$ cat config.mk
export PLATFORM = sky130hd
export DESIGN_NAME = mmc_handler
export DESIGN_NICKNAME = d
export VERILOG_FILES = /design/src/hdl/mmc_pkg.sv /design/src/hdl/mmc_cmd_edge.sv /design/src/hdl/mmc_handler.sv /design/src/hdl/mmc_map_mem.sv
export SDC_FILE = /design/constraint.sdc
export NUM_CORES = 1
export LEC_CHECK = 0
export BUFFER_PORTS_ARGS = -buffer_cell sky130_fd_sc_hd__buf_4
export CAP_MARGIN = 0
export CELL_PAD_IN_SITES_DETAIL_PLACEMENT = 0
export CELL_PAD_IN_SITES_GLOBAL_PLACEMENT = 1
export CORE_ASPECT_RATIO = 0.5
export CORE_MARGIN = 10
export CORE_UTILIZATION = 44
export DETAILED_ROUTE_END_ITERATION = 8
export PLACE_DENSITY_LB_ADDON = 0.1
export SETUP_SLACK_MARGIN = 0.1
export SLEW_MARGIN = 20
export SYNTH_ARGS = -nofsm -noshare
export SYNTH_HDL_FRONTEND = slang
export SYNTH_SLANG_ARGS = --single-unit
export TNS_END_PERCENT = 10
$ cat constraint.sdc
create_clock -name i_clk -period 2.74 [get_ports i_clk]
set_input_delay 0.137 -clock i_clk [delete_from_list [all_inputs] [get_ports i_clk]]
set_output_delay 0.137 -clock i_clk [all_outputs]
set_load 0.005 [all_outputs]
$ cat src/hdl/mmc_pkg.sv
// Shared constants and types of the motor mode command handler.
package mmc_pkg;

    // Register addresses as seen by the cyclic mapping.
    localparam logic [19:0] REG_OPERATING_MODE = 20'h00002;
    localparam logic [19:0] REG_REQUESTED_POSITION = 20'h00003;
    localparam logic [19:0] REG_REQUESTED_VELOCITY = 20'h00005;
    localparam logic [19:0] REG_REQUESTED_ACCELERATION = 20'h00006;
    localparam logic [19:0] REG_ACTUAL_POSITION = 20'h0000a;
    localparam logic [19:0] REG_ACTUAL_VELOCITY = 20'h0000c;
    localparam logic [19:0] REG_AVERAGE_LOAD = 20'h00010;
    localparam logic [19:0] REG_FOLLOWING_ERROR = 20'h00014;
    localparam logic [19:0] REG_ERROR_AND_MOTION_STATUS = 20'h00023;
    localparam logic [19:0] REG_MODULE_COMMAND = 20'hf0000;

    // Operating mode codes.
    localparam logic [31:0] MODE_PASSIVE = 32'h00000000;
    localparam logic [31:0] MODE_VELOCITY = 32'h00000001;
    localparam logic [31:0] MODE_POSITION = 32'h00000002;
    localparam logic [31:0] MODE_HOME_TORQUE = 32'h0000000c;
    localparam logic [31:0] MODE_HOME_FWD = 32'h0000000d;
    localparam logic [31:0] MODE_HOME_FWD_BWD = 32'h0000000e;
    localparam logic [31:0] MODE_HOME_INDEX = 32'h00000019;
    localparam logic [31:0] MODE_HOME_QUICK_INDEX = 32'h0000001a;

    // Module command words.
    localparam logic [31:0] CMD_CLEAR = 32'h00000000;
    localparam logic [31:0] CMD_REL_MOVE = 32'h010000f1;
    localparam logic [31:0] CMD_REL_MOVE_ALT = 32'h01000071;
    localparam logic [15:0] OBJ_MODULE_COMMAND = 16'h2010;
    localparam logic [31:0] SAVE_MODULE_PARAMS = 32'h00000010;
    localparam logic [31:0] SAVE_MOTOR_PARAMS = 32'h00000110;

    // Error and motion status layout.
    localparam int ERR_CAUSE_W = 4;
    localparam int BIT_IN_POSITION = 4;
    localparam int BIT_ACCELERATING = 5;
    localparam int BIT_DECELERATING = 6;

    // Homing gate states, Gray coded along idle, active, done.
    typedef enum logic [1:0] {
        HM_IDLE = 2'h0,
        HM_ACTIVE = 2'h1,
        HM_DONE = 2'h3
    } mmc_home_type;

endpackage : mmc_pkg

$ cat src/hdl/mmc_cmd_edge.sv
// Arms on a zero command write and fires once on the next nonzero one.
`timescale 1ns/100ps
module mmc_cmd_edge (
    // Clock and reset
    input wire logic i_clk,
    input wire logic i_rst_n,
    // Command writes
    input wire logic i_wr,
    input wire logic [31:0] i_data,
    // Result
    output logic o_fire,
    output logic [31:0] o_cmd,
    output logic o_armed
);
    logic take;

    assign take = i_wr && i_data != mmc_pkg::CMD_CLEAR && o_armed;

    // A repeated nonzero word finds the latch disarmed and is ignored.
    always_ff @(posedge i_clk) begin
        if (!i_rst_n) begin
            o_armed <= 1'b1;
            o_fire <= 1'b0;
            o_cmd <= '0;
        end else begin
            o_fire <= take;
            if (take) begin
                o_cmd <= i_data;
                o_armed <= 1'b0;
            end else if (i_wr && i_data == mmc_pkg::CMD_CLEAR) begin
                o_armed <= 1'b1;
            end
        end
    end
endmodule : mmc_cmd_edge

$ cat src/hdl/mmc_handler.sv
// Motor mode command handler: cyclic mapping, homing gate and commands.
`timescale 1ns/100ps
//
// Overview of operation
// Mode 0 passive, 1 velocity, 2 position.
// Position mode moves to requested position.
// Velocity, load, following error are readable.
// Error stops motor, cause in status.
// Status bits: 4 in position, 5/6 ramps.
// Modes 12,13,14,25,26 start homing.
// Homing blocks cyclic writes, reads continue.
// In-position bit marks homing complete.
// Leaving homing code resumes cyclic writes.
// Master maps mode into read and write.
// Command word triggers relative move.
// Master spaces offset, command, clear by cycles.
// Zero command write re-arms the interpreter.
// Object write 16/272 saves module/motor parameters.
// Up to eight mapped input and output words.
// Command acts once per zero-to-nonzero change.
module mmc_handler #(
    parameter int MAP_WORDS = 8,
    parameter logic [19:0] REL_OFFSET_ADDR = 20'h00007
) (
    // Clock and reset
    input wire logic i_clk,
    input wire logic i_rst_n,
    // Slot mapping setup
    input wire logic i_map_wr,
    input wire logic i_map_out,
    input wire logic [$clog2(MAP_WORDS)-1:0] i_map_slot,
    input wire logic [19:0] i_map_addr,
    // Cyclic write words from the master
    input wire logic i_cw_valid,
    input wire logic [$clog2(MAP_WORDS)-1:0] i_cw_slot,
    input wire logic [31:0] i_cw_data,
    // Cyclic read words to the master
    input wire logic i_cr_req,
    input wire logic [$clog2(MAP_WORDS)-1:0] i_cr_slot,
    output logic o_cr_valid,
    output logic [31:0] o_cr_data,
    // Non-cyclic object writes
    input wire logic i_ac_wr,
    input wire logic [15:0] i_ac_obj,
    input wire logic [31:0] i_ac_data,
    // Motor state
    input wire logic [31:0] i_actual_position_value,
    input wire logic [31:0] i_actual_velocity_value,
    input wire logic [31:0] i_average_load,
    input wire logic [31:0] i_following_error,
    input wire logic [mmc_pkg::ERR_CAUSE_W-1:0] i_err_cause,
    input wire logic i_in_position,
    input wire logic i_accelerating,
    input wire logic i_decelerating,
    // Register writes forwarded to the motor
    output logic o_mot_wr_valid,
    output logic [19:0] o_mot_wr_addr,
    output logic [31:0] o_mot_wr_data,
    // Motion control
    output logic o_axle_energized,
    output logic o_error_stop,
    output logic [31:0] o_actual_mode,
    output logic [31:0] o_target_position_value,
    output logic [31:0] o_target_velocity_value,
    output logic [31:0] o_target_acceleration_value,
    output logic o_pos_move,
    output logic o_home_start,
    output logic o_homing,
    output logic o_rel_move,
    output logic [31:0] o_rel_offset,
    // Flash save requests
    output logic o_save_module,
    output logic o_save_motor
);
    localparam int SW = $clog2(MAP_WORDS);

    if (MAP_WORDS < 2 || MAP_WORDS > 8) begin : g_check
        $error("MAP_WORDS must lie between 2 and 8");
    end

    logic cw_vld_q, cr_vld_q, in_pos_q;
    logic [31:0] cw_data_q;
    logic [19:0] cw_addr, cr_addr;
    logic [31:0] mode_q, tpos_q, tvel_q, tacc_q, rel_off_q;
    mmc_pkg::mmc_home_type home_q, home_d;
    logic wr_mode, wr_home_code, wr_tpos, is_mcmd, blocked, fwd, err_active;
    logic cmd_fire, cmd_armed;
    logic [31:0] cmd_word, status_w, rd_val;

    // Output words use the write map, input words the read map.
    mmc_map_mem #(.DEPTH(MAP_WORDS), .AW(20)) u_wr_map (
        .i_clk(i_clk),
        .i_rst_n(i_rst_n),
        .i_wr_en(i_map_wr && i_map_out),
        .i_wr_idx(i_map_slot),
        .i_wr_addr(i_map_addr),
        .i_rd_idx(i_cw_slot),
        .o_rd_addr(cw_addr)
    );
    mmc_map_mem #(.DEPTH(MAP_WORDS), .AW(20)) u_rd_map (
        .i_clk(i_clk),
        .i_rst_n(i_rst_n),
        .i_wr_en(i_map_wr && !i_map_out),
        .i_wr_idx(i_map_slot),
        .i_wr_addr(i_map_addr),
        .i_rd_idx(i_cr_slot),
        .o_rd_addr(cr_addr)
    );

    always_ff @(posedge i_clk) begin
        if (!i_rst_n) begin
            cw_vld_q <= 1'b0;
            cw_data_q <= '0;
            cr_vld_q <= 1'b0;
            in_pos_q <= 1'b0;
        end else begin
            cw_vld_q <= i_cw_valid;
            cw_data_q <= i_cw_data;
            cr_vld_q <= i_cr_req;
            in_pos_q <= i_in_position;
        end
    end

    // Write decode once the slot address is known.
    assign wr_mode = cw_vld_q && cw_addr == mmc_pkg::REG_OPERATING_MODE;
    assign wr_tpos = cw_vld_q && cw_addr == mmc_pkg::REG_REQUESTED_POSITION;
    assign is_mcmd = cw_addr == mmc_pkg::REG_MODULE_COMMAND;
    assign wr_home_code = cw_data_q == mmc_pkg::MODE_HOME_TORQUE
        || cw_data_q == mmc_pkg::MODE_HOME_FWD
        || cw_data_q == mmc_pkg::MODE_HOME_FWD_BWD
        || cw_data_q == mmc_pkg::MODE_HOME_INDEX
        || cw_data_q == mmc_pkg::MODE_HOME_QUICK_INDEX;
    // After completion only a non-homing mode write gets through and releases the gate.
    assign blocked = home_q == mmc_pkg::HM_ACTIVE
        || (home_q == mmc_pkg::HM_DONE && !(wr_mode && !wr_home_code)); // see R7
    assign fwd = cw_vld_q && !is_mcmd && !blocked;
    assign err_active = |i_err_cause;

    // Completion needs a fresh in-position edge, since the bit may still be set
    // from the move before homing began.
    always_comb begin
        home_d = home_q;
        case (home_q)
            mmc_pkg::HM_IDLE: begin
                if (fwd && wr_mode && wr_home_code) begin
                    home_d = mmc_pkg::HM_ACTIVE;
                end
            end
            mmc_pkg::HM_ACTIVE: begin
                if (i_in_position && !in_pos_q) begin
                    home_d = mmc_pkg::HM_DONE;
                end
            end
            mmc_pkg::HM_DONE: begin
                if (fwd && wr_mode) begin
                    home_d = mmc_pkg::HM_IDLE;
                end
            end
            default: begin
                home_d = mmc_pkg::HM_IDLE;
            end
        endcase
    end

    always_ff @(posedge i_clk) begin
        if (!i_rst_n) begin
            home_q <= mmc_pkg::HM_IDLE;
        end else begin
            home_q <= home_d;
        end
    end

    // Register copies held by the module, updated only by forwarded writes.
    always_ff @(posedge i_clk) begin
        if (!i_rst_n) begin
            mode_q <= mmc_pkg::MODE_PASSIVE;
            tpos_q <= '0;
            tvel_q <= '0;
            tacc_q <= '0;
            rel_off_q <= '0;
        end else if (fwd) begin
            if (wr_mode) mode_q <= cw_data_q;
            if (wr_tpos) tpos_q <= cw_data_q;
            if (cw_addr == mmc_pkg::REG_REQUESTED_VELOCITY) tvel_q <= cw_data_q;
            if (cw_addr == mmc_pkg::REG_REQUESTED_ACCELERATION) tacc_q <= cw_data_q;
            if (cw_addr == REL_OFFSET_ADDR) rel_off_q <= cw_data_q;
        end
    end

    mmc_cmd_edge u_cmd (
        .i_clk(i_clk),
        .i_rst_n(i_rst_n),
        .i_wr(cw_vld_q && is_mcmd),
        .i_data(cw_data_q),
        .o_fire(cmd_fire),
        .o_cmd(cmd_word),
        .o_armed(cmd_armed)
    );

    always_ff @(posedge i_clk) begin
        if (!i_rst_n) begin
            o_mot_wr_valid <= 1'b0;
            o_mot_wr_addr <= '0;
            o_mot_wr_data <= '0;
        end else begin
            o_mot_wr_valid <= fwd;
            o_mot_wr_addr <= cw_addr;
            o_mot_wr_data <= cw_data_q;
        end
    end

    // An error drops the drive on the next clock edge, whatever the mode asks for.
    always_ff @(posedge i_clk) begin
        if (!i_rst_n) begin
            o_axle_energized <= 1'b0;
            o_error_stop <= 1'b0;
            o_pos_move <= 1'b0;
            o_home_start <= 1'b0;
            o_rel_move <= 1'b0;
            o_save_module <= 1'b0;
            o_save_motor <= 1'b0;
        end else begin
            o_axle_energized <= mode_q != mmc_pkg::MODE_PASSIVE && !err_active; // see R1
            o_error_stop <= err_active;
            o_pos_move <= fwd && ((wr_tpos && mode_q == mmc_pkg::MODE_POSITION)
                || (wr_mode && cw_data_q == mmc_pkg::MODE_POSITION));
            o_home_start <= home_q == mmc_pkg::HM_IDLE && home_d == mmc_pkg::HM_ACTIVE;
            o_rel_move <= cmd_fire && home_q == mmc_pkg::HM_IDLE
                && (cmd_word == mmc_pkg::CMD_REL_MOVE
                || cmd_word == mmc_pkg::CMD_REL_MOVE_ALT);
            o_save_module <= i_ac_wr && i_ac_obj == mmc_pkg::OBJ_MODULE_COMMAND
                && i_ac_data == mmc_pkg::SAVE_MODULE_PARAMS;
            o_save_motor <= i_ac_wr && i_ac_obj == mmc_pkg::OBJ_MODULE_COMMAND
                && i_ac_data == mmc_pkg::SAVE_MOTOR_PARAMS;
        end
    end

    assign o_actual_mode = mode_q;
    assign o_target_position_value = tpos_q;
    assign o_target_velocity_value = tvel_q;
    assign o_target_acceleration_value = tacc_q;
    assign o_rel_offset = rel_off_q;
    assign o_homing = home_q != mmc_pkg::HM_IDLE;

    // Error cause in the low bits, motion state above it.
    assign status_w = {{(32 - mmc_pkg::BIT_DECELERATING - 1){1'b0}}, i_decelerating,
        i_accelerating, i_in_position,
        {(mmc_pkg::BIT_IN_POSITION - mmc_pkg::ERR_CAUSE_W){1'b0}}, i_err_cause};

    // Reads stay live during homing; the mode copy is the actual mode.
    assign rd_val = cr_addr == mmc_pkg::REG_OPERATING_MODE ? mode_q
        : cr_addr == mmc_pkg::REG_REQUESTED_POSITION ? tpos_q
        : cr_addr == mmc_pkg::REG_REQUESTED_VELOCITY ? tvel_q
        : cr_addr == mmc_pkg::REG_REQUESTED_ACCELERATION ? tacc_q
        : cr_addr == mmc_pkg::REG_ACTUAL_POSITION ? i_actual_position_value
        : cr_addr == mmc_pkg::REG_ACTUAL_VELOCITY ? i_actual_velocity_value
        : cr_addr == mmc_pkg::REG_AVERAGE_LOAD ? i_average_load
        : cr_addr == mmc_pkg::REG_FOLLOWING_ERROR ? i_following_error
        : cr_addr == mmc_pkg::REG_ERROR_AND_MOTION_STATUS ? status_w
        : cr_addr == REL_OFFSET_ADDR ? rel_off_q
        : 32'h00000000;

    always_ff @(posedge i_clk) begin
        if (!i_rst_n) begin
            o_cr_valid <= 1'b0;
            o_cr_data <= '0;
        end else begin
            o_cr_valid <= cr_vld_q; // see R7
            o_cr_data <= cr_vld_q ? rd_val : o_cr_data;
        end
    end
endmodule : mmc_handler

$ cat src/hdl/mmc_map_mem.sv
// Small table of register addresses behind the cyclic word slots.
`timescale 1ns/100ps
module mmc_map_mem #(
    parameter int DEPTH = 8,
    parameter int AW = 20
) (
    // Clock and reset
    input wire logic i_clk,
    input wire logic i_rst_n,
    // Write port
    input wire logic i_wr_en,
    input wire logic [$clog2(DEPTH)-1:0] i_wr_idx,
    input wire logic [AW-1:0] i_wr_addr,
    // Read port
    input wire logic [$clog2(DEPTH)-1:0] i_rd_idx,
    output logic [AW-1:0] o_rd_addr
);
    logic [AW-1:0] mem_q [DEPTH];

    // Each slot is freely mapped to any register address.
    always_ff @(posedge i_clk) begin
        if (i_wr_en) begin
            mem_q[i_wr_idx] <= i_wr_addr;
        end
    end

    always_ff @(posedge i_clk) begin
        if (!i_rst_n) begin
            o_rd_addr <= '0;
        end else begin
            o_rd_addr <= mem_q[i_rd_idx];
        end
    end
endmodule : mmc_map_mem

=== Yosys cells after proc, flatten, opt, wreduce, memory -nomap -nowiden ===
Memories as Yosys holds them, arrays and structs flattened. A register that Yosys moved wholly into a read port is not among the register bits.
Cells that the tools add are included.

* Mux-type cells: 20
* Reductions and logical operators: 53
* Equality and inequality tests: 31

{| class="wikitable"
|+ Operators by type and width
! cell !! count
|-
| $mux 32 || 10
|-
| $eq 20x3->1 const B || 6
|-
| $eq 32x4->1 const B || 3
|-
| $eq 32x5->1 const B || 3
|-
| $eq 20x2->1 const B || 4
|-
| $eq 32x2->1 const B || 2
|-
| $eq 32x25->1 const B || 2
|-
| $reduce_bool 32->1 || 2
|-
| $eq 20x4->1 const B || 2
|-
| $eq 20x5->1 const B || 2
|-
| $eq 32x9->1 const B || 1
|-
| $logic_not 32->1 || 1
|-
| $logic_and 1x1->1 || 25
|-
| $eq 20x20->1 const B || 1
|-
| $eq 20x6->1 const B || 1
|-
| $eq 16x14->1 const B || 1
|-
| $reduce_and 2->1 || 5
|-
| $logic_not 1->1 || 9
|-
| $logic_or 1x1->1 || 7
|-
| $mux 1 || 6
|-
| $mux 2 || 3
|-
| $pmux 2 s3 || 1
|-
| $eq 2x1->1 const B || 2
|-
| $reduce_bool 2->1 || 2
|-
| 3 further kinds || 3
|}

* Word-level logic and storage cells: 131
* Output and inout bits: 254
* Input port bits: 251
* RAM bits: 320
* Memories: 2
* Flip-flop bits (word level): 324

{| class="wikitable"
|+ Memory list
! name !! words !! width !! read ports !! clocked after memory_dff !! wr ports !! line !! source
|-
| u_rd_map.mem_q || 8 || 20 || 1 || 1 || 1 || mmc_map_mem.sv:18 || <nowiki>logic [AW-1:0] mem_q [DEPTH];</nowiki>
|-
| u_wr_map.mem_q || 8 || 20 || 1 || 1 || 1 || mmc_map_mem.sv:18 ||
|}

=== Longest topological paths before layout ===
* Word-level depth: 18
* Mapped depth: 8
* Mapped depth without buffers: 6

=== Cells and area by module ===
From an unflattened synthesis, not the netlist that was laid out.

* Cells, all modules: 2150
* Area, all modules: 26879.5 µm²

{| class="wikitable"
|+ Modules (own cells, without submodules)
! module !! instances !! sequential area each (µm²) !! cells each !! area an instance (µm²)
|-
| mmc_map_mem || 2 || 5205.0 || 312 || 6578.8
|-
| mmc_handler || 1 || 5805.6 || 1370 || 12303.0
|-
| mmc_cmd_edge || 1 || 680.7 || 156 || 1418.9
|}

=== Worst setup path after synthesis ===
Ideal clock, no wire load.

* Path kind: input to register
* Start point: input i_map_slot[0]
* End point: memory u_rd_map.mem_q[0][0] (enable)
* Arrival: 2.051 ns
* Stages on the path: 2
* Data required time: 2.318 ns
* Setup time: 0.422 ns
* Path slack: 0.266 ns
* Buffers on the path: 0
* Cells stage by stage: or3b_2 > nor3_1

{| class="wikitable"
|+ RTL lines
! item !! line !! source
|-
| start: declaration || mmc_handler.sv:31 || <nowiki>input wire logic [$clog2(MAP_WORDS)-1:0] i_map_slot,</nowiki>
|-
| end: declaration || mmc_map_mem.sv:18 ||
|}

No word-level cell before the write port.

=== Final worst setup path ===
* Start point: register cw_data_q[21]
* End point: register tpos_q[25] (netlist: o_target_position_value[25])

* Cells in the longest elaborated chain, start to end: 13
* Elaborated cells on any way between the ends: 17
* Those cells by class: eq/ne: 5; reduce/logical: 12

{| class="wikitable"
|+ Ends and longest elaborated chain
! item !! line !! source
|-
| start: declaration || mmc_handler.sv:82 || <nowiki>logic [31:0] cw_data_q;</nowiki>
|-
| start signal: assignment || mmc_handler.sv:118 || <nowiki>cw_data_q <= i_cw_data;</nowiki>
|-
| $eq 32x4->1 (on tied branches) || mmc_handler.sv:128, mmc_handler.sv:129 ||
|-
| $logic_or 1x1->1 || mmc_handler.sv:129 || <nowiki>|| cw_data_q == mmc_pkg::MODE_HOME_FWD</nowiki>
|-
| $logic_or 1x1->1 || mmc_handler.sv:130 || <nowiki>|| cw_data_q == mmc_pkg::MODE_HOME_FWD_BWD</nowiki>
|-
| $logic_or 1x1->1 || mmc_handler.sv:131 || <nowiki>|| cw_data_q == mmc_pkg::MODE_HOME_INDEX</nowiki>
|-
| $logic_or 1x1->1 * || mmc_handler.sv:132 || <nowiki>|| cw_data_q == mmc_pkg::MODE_HOME_QUICK_INDEX;</nowiki>
|-
| $logic_not 1->1 * || mmc_handler.sv:135 || <nowiki>|| (home_q == mmc_pkg::HM_DONE && !(wr_mode && !wr_home_code));</nowiki>
|-
| $logic_and 1x1->1 * || mmc_handler.sv:135 ||
|-
| $logic_not 1->1 * || mmc_handler.sv:135 ||
|-
| $logic_and 1x1->1 * || mmc_handler.sv:135 ||
|-
| $logic_or 1x1->1 * || mmc_handler.sv:135 ||
|-
| $logic_not 1->1 * || mmc_handler.sv:136 || <nowiki>assign fwd = cw_vld_q && !is_mcmd && !blocked;</nowiki>
|-
| $logic_and 1x1->1 * || mmc_handler.sv:136 ||
|-
| $reduce_and 2->1 (no source line) * || -- ||
|-
| end signal: assignment || mmc_handler.sv:183 || <nowiki>if (wr_tpos) tpos_q <= cw_data_q;</nowiki>
|-
| end: declaration || mmc_handler.sv:84 || <nowiki>logic [31:0] mode_q, tpos_q, tvel_q, tacc_q, rel_off_q;</nowiki>
|}

Mark *: on every way between the ends. The rest lies on a longest branch, timed or not.
A chain may end at the register's enable or synchronous reset.

==> flow_summary.json <==
{
  "p_per_area_nw_per_um2": 617,
  "grt-ovfl-total": 0,
  "fin_crit_sh_pct": 94.3,
  "synth.area.mux_share_pct": 8.64,
  "slew_violations": 0,
  "combPwrFrac_pct": 7.2,
  "relSlewSlack_pct": 43.1,
  "cts_tree": "built",
  "fmax_mhz": 387,
  "reg2reg_slack_ps": 160,
  "synth_area_leader_cell": "edfxtp_1",
  "synth_compound_gate_area_share_pct": 11.3,
  "synthAdderAreaFrac_pct": 0,
  "cts_buffers": 58,
  "drive_above_1_share_pct": 29.9,
  "place_hpwl_mm": 63.9,
  "path_max_fanout": 15,
  "finalCriticalPeriod_ps": 2580,
  "fin_ws_ps": 157,
  "syn_area_per_cell_um2": 12.3,
  "tightest_slew_ps": 852,
  "synth_top_area_share_pct": 36.7,
  "grt_start_max_net_pins": 115,
  "finalSetupTns_ps": 0,
  "io_pins": 505,
  "peakVddDrop_uv": 496,
  "synth_area_leaders": "edfxtp_1 (37%), dfxtp_1 (28%), mux4_2 (6.9%), nand2_1 (5.4%), a21oi_1 (3.1%)",
  "yosys_warnings": 0,
  "place_ws_ps": -209,
  "pwr-share-seq_pct": 50.7,
  "holdCritPathClass": "in2reg",
  "synthTopCellsByCount": "nand2_1 (374), dfxtp_1 (363), edfxtp_1 (320)",
  "total_power_mw": 21.7,
  "dp.cells": 3405,
  "ys_seq_elements": 683,
  "num_rows": 63,
  "cts_root_buffer": "clkbuf_16",
  "clk_latency_ps": 640,
  "skew_ps": 37.8,
  "synth_flop_cell": "dfxtp_1",
  "netlist_instances": 2138,
  "fillCellCount": 4807,
  "io_buffers": 504,
  "ys_seq_area_share_pct": 64.4,
  "setup_viol": 0,
  "syn_area_um2": 26200,
  "intPower_mw": 16.9,
  "track_usage_pct": 25.2,
  "synth_edf_count": 320,
  "clk_pin_slew_ps": 70,
  "p_leak_nw": 13.2,
  "final_cells": 3641,
  "switching_power_mw": 4.75,
  "cts_max_path_buffers": 3,
  "worstPathRequired_ps": 3310,
  "place_congestion": 0.857,
  "synth-simple-area-share_pct": 13.3,
  "vias": 20100,
  "core-area_um2": 59000,
  "synth_cell_type_count": 66,
  "area_growth_syn_to_layout_pct": 34.1,
  "placed_cell_area_um2": 31700,
  "wl_per_cell_um": 25.4,
  "die_w_um": 365,
  "hold_violations": 0,
  "status": "completed",
  "die_y_um": 193,
  "start_util_pct": 44.4,
  "die_area_um2": 70300,
  "synth-async-reset-ratio_pct": 0,
  "antenna_left": 0,
  "yosysMostFrequentCell": "nand2_1",
  "first_iter_violations": 1601,
  "wl_mm": 92.4,
  "synthXorXnorAreaFrac_pct": 0.0334,
  "end_kind": "flip-flop",
  "p_clk_share_pct": 42.1,
  "rsz0062_at_grt": "yes",
  "drt_first_pass_iters": 5,
  "cap_viol_max_count": 0,
  "grt_pass1_vias": 20200,
  "synth_top_family_by_area": "simple AND/OR/NAND/NOR gates",
  "cp.arrival_ps": 3150,
  "routed_via_density": 5.53,
  "antenna_found_initial": 4,
  "grt_pass1_wl_mm": 133,
  "syn_nets": 2389,
  "drc": 0,
  "swShare_pct": 21.9,
  "htree_levels": 2,
  "nets": 3061,
  "design_area_um2": 35100,
  "worstSetupStartpointType": "flip-flop",
  "critPathKind": "reg2reg",
  "cts_sinks": 683
}
-- worst max-delay path: stages (launching register included) --
cell	delay, ps
dfxtp_1	310
nor4_1	380
nand4_1	270
buf_4	220
or3b_2	490
and3_1	290
o22ai_4	240
buf_12	190
a22o_1	140
-- cells by family (layout without fill, tap and decap cells) --
family / count (synthesis) / after routing
AO/OA/AOI/OAI: 439 / 440
other: 0 / 3
buffers and inverters: 152 / 871
AND/OR/NAND/NOR: 737 / 737
multiplexers: 126 / 126
XOR/XNOR: 1 / 1
flip-flops: 683 / 683
-- placed cells by master (no fill, tap or decap), types with 8 or more instances in the layout --
cell type      instances
buf_4                609
nand2_1              374
dfxtp_1              363
edfxtp_1             320
a21oi_1              160
dlygate4sd3_1        122
nor2_1                98
and2_1                88
mux4_2                80
o21ai_0               65
clkbuf_16             59
mux2i_1               46
a22o_1                41
nor4_1                38
a22oi_1               30
a221oi_1              26
nor3_1                24
buf_12                23
and3_1                21
a2bb2oi_1             18
o31ai_1               17
clkinv_2              16
nand3_1               13
or3_1                 12
bufinv_16             11
clkbuf_8              10
nor3_2                 9
o2bb2ai_1              9
o221ai_1               9
nand4_1                8
o31a_1                 8
-- registers in the layout, summed over array words and instances (netlist names), 2 cells and up --
register,count
cw_data_q,32
home_q,2
o_actual_mode,32
o_cr_data,32
o_mot_wr_addr,20
o_mot_wr_data,32
o_rel_offset,32
o_target_acceleration_value,32
o_target_position_value,32
o_target_velocity_value,32
u_cmd.o_cmd,31
u_rd_map.mem_q,160
u_rd_map.o_rd_addr,20
u_wr_map.mem_q,160
u_wr_map.o_rd_addr,20
-- layer usage --
layer  GRT usage [%]  vias to the layer above  routed length, um
met4            9.91                        0               3940
met3            3.41                      181               5040
li1                -                     9282                  -
met5               0                        -                  0
met1            31.1                     9971              36900
met2            44.7                      711              46500
-- cell type report --
type | instances | area [um2] | area share (%)
Inverter | 9 | 38.8 | 0.110
Sequential cell | 683 | 16900 | 48.0
Tap cell | 780 | 976 | 2.78
Multi-Input combinational cell | 1304 | 8850 | 25.2
Clock buffer | 74 | 1630 | 4.65
Antenna cell | 3 | 7.51 | 0.0214
Clock inverter | 34 | 494 | 1.41
Timing Repair Buffer | 754 | 6250 | 17.8
-- path summary, 6_finish.rpt --
check,from,to,cells after the start
min reg2reg,u_cmd.o_cmd[19]$_SDFFE_PN0P_,o_rel_move$_SDFF_PN0_,1
max reg2reg,cw_data_q[21]$_SDFF_PN0_,o_target_position_value[25]$_SDFFE_PN0P_,8
max,cw_data_q[21]$_SDFF_PN0_,o_target_position_value[25]$_SDFFE_PN0P_,8
min,i_actual_velocity_value[29],o_cr_data[29]$_SDFFE_PN0P_,4
-- power groups by stage --
stage	sequential (mW)	clock (mW)	combinational, mW
2_1_floorplan	11.2	0	0.608
3_3_place_gp	11.2	0	1.40
3_5_place_dp	11.2	0	1.41
4_1_cts	11.0	9.27	1.56
5_1_grt	11.0	9.70	1.67
6_report	11.0	9.13	1.56
-- stage by stage --
step                hold slack, ps  utilization, %
floorplan                      209               -
global placement               323            53.7
detailed placement             325            53.7
CTS                           1.13            59.4
global route                  10.8            59.5
finish                        18.6            59.5
-- what timing repair did --
item                                    4_1_cts  5_1_grt
hold endpoints to repair                    405        0
setup buffers                                 1        1
hold buffers                                122        0
endpoints found under the setup margin       32       60
resized for setup                             1        2
pin swaps                                     1        1
gates cloned                                  1        0
No activity file was read; power rests on OpenSTA's default activity.
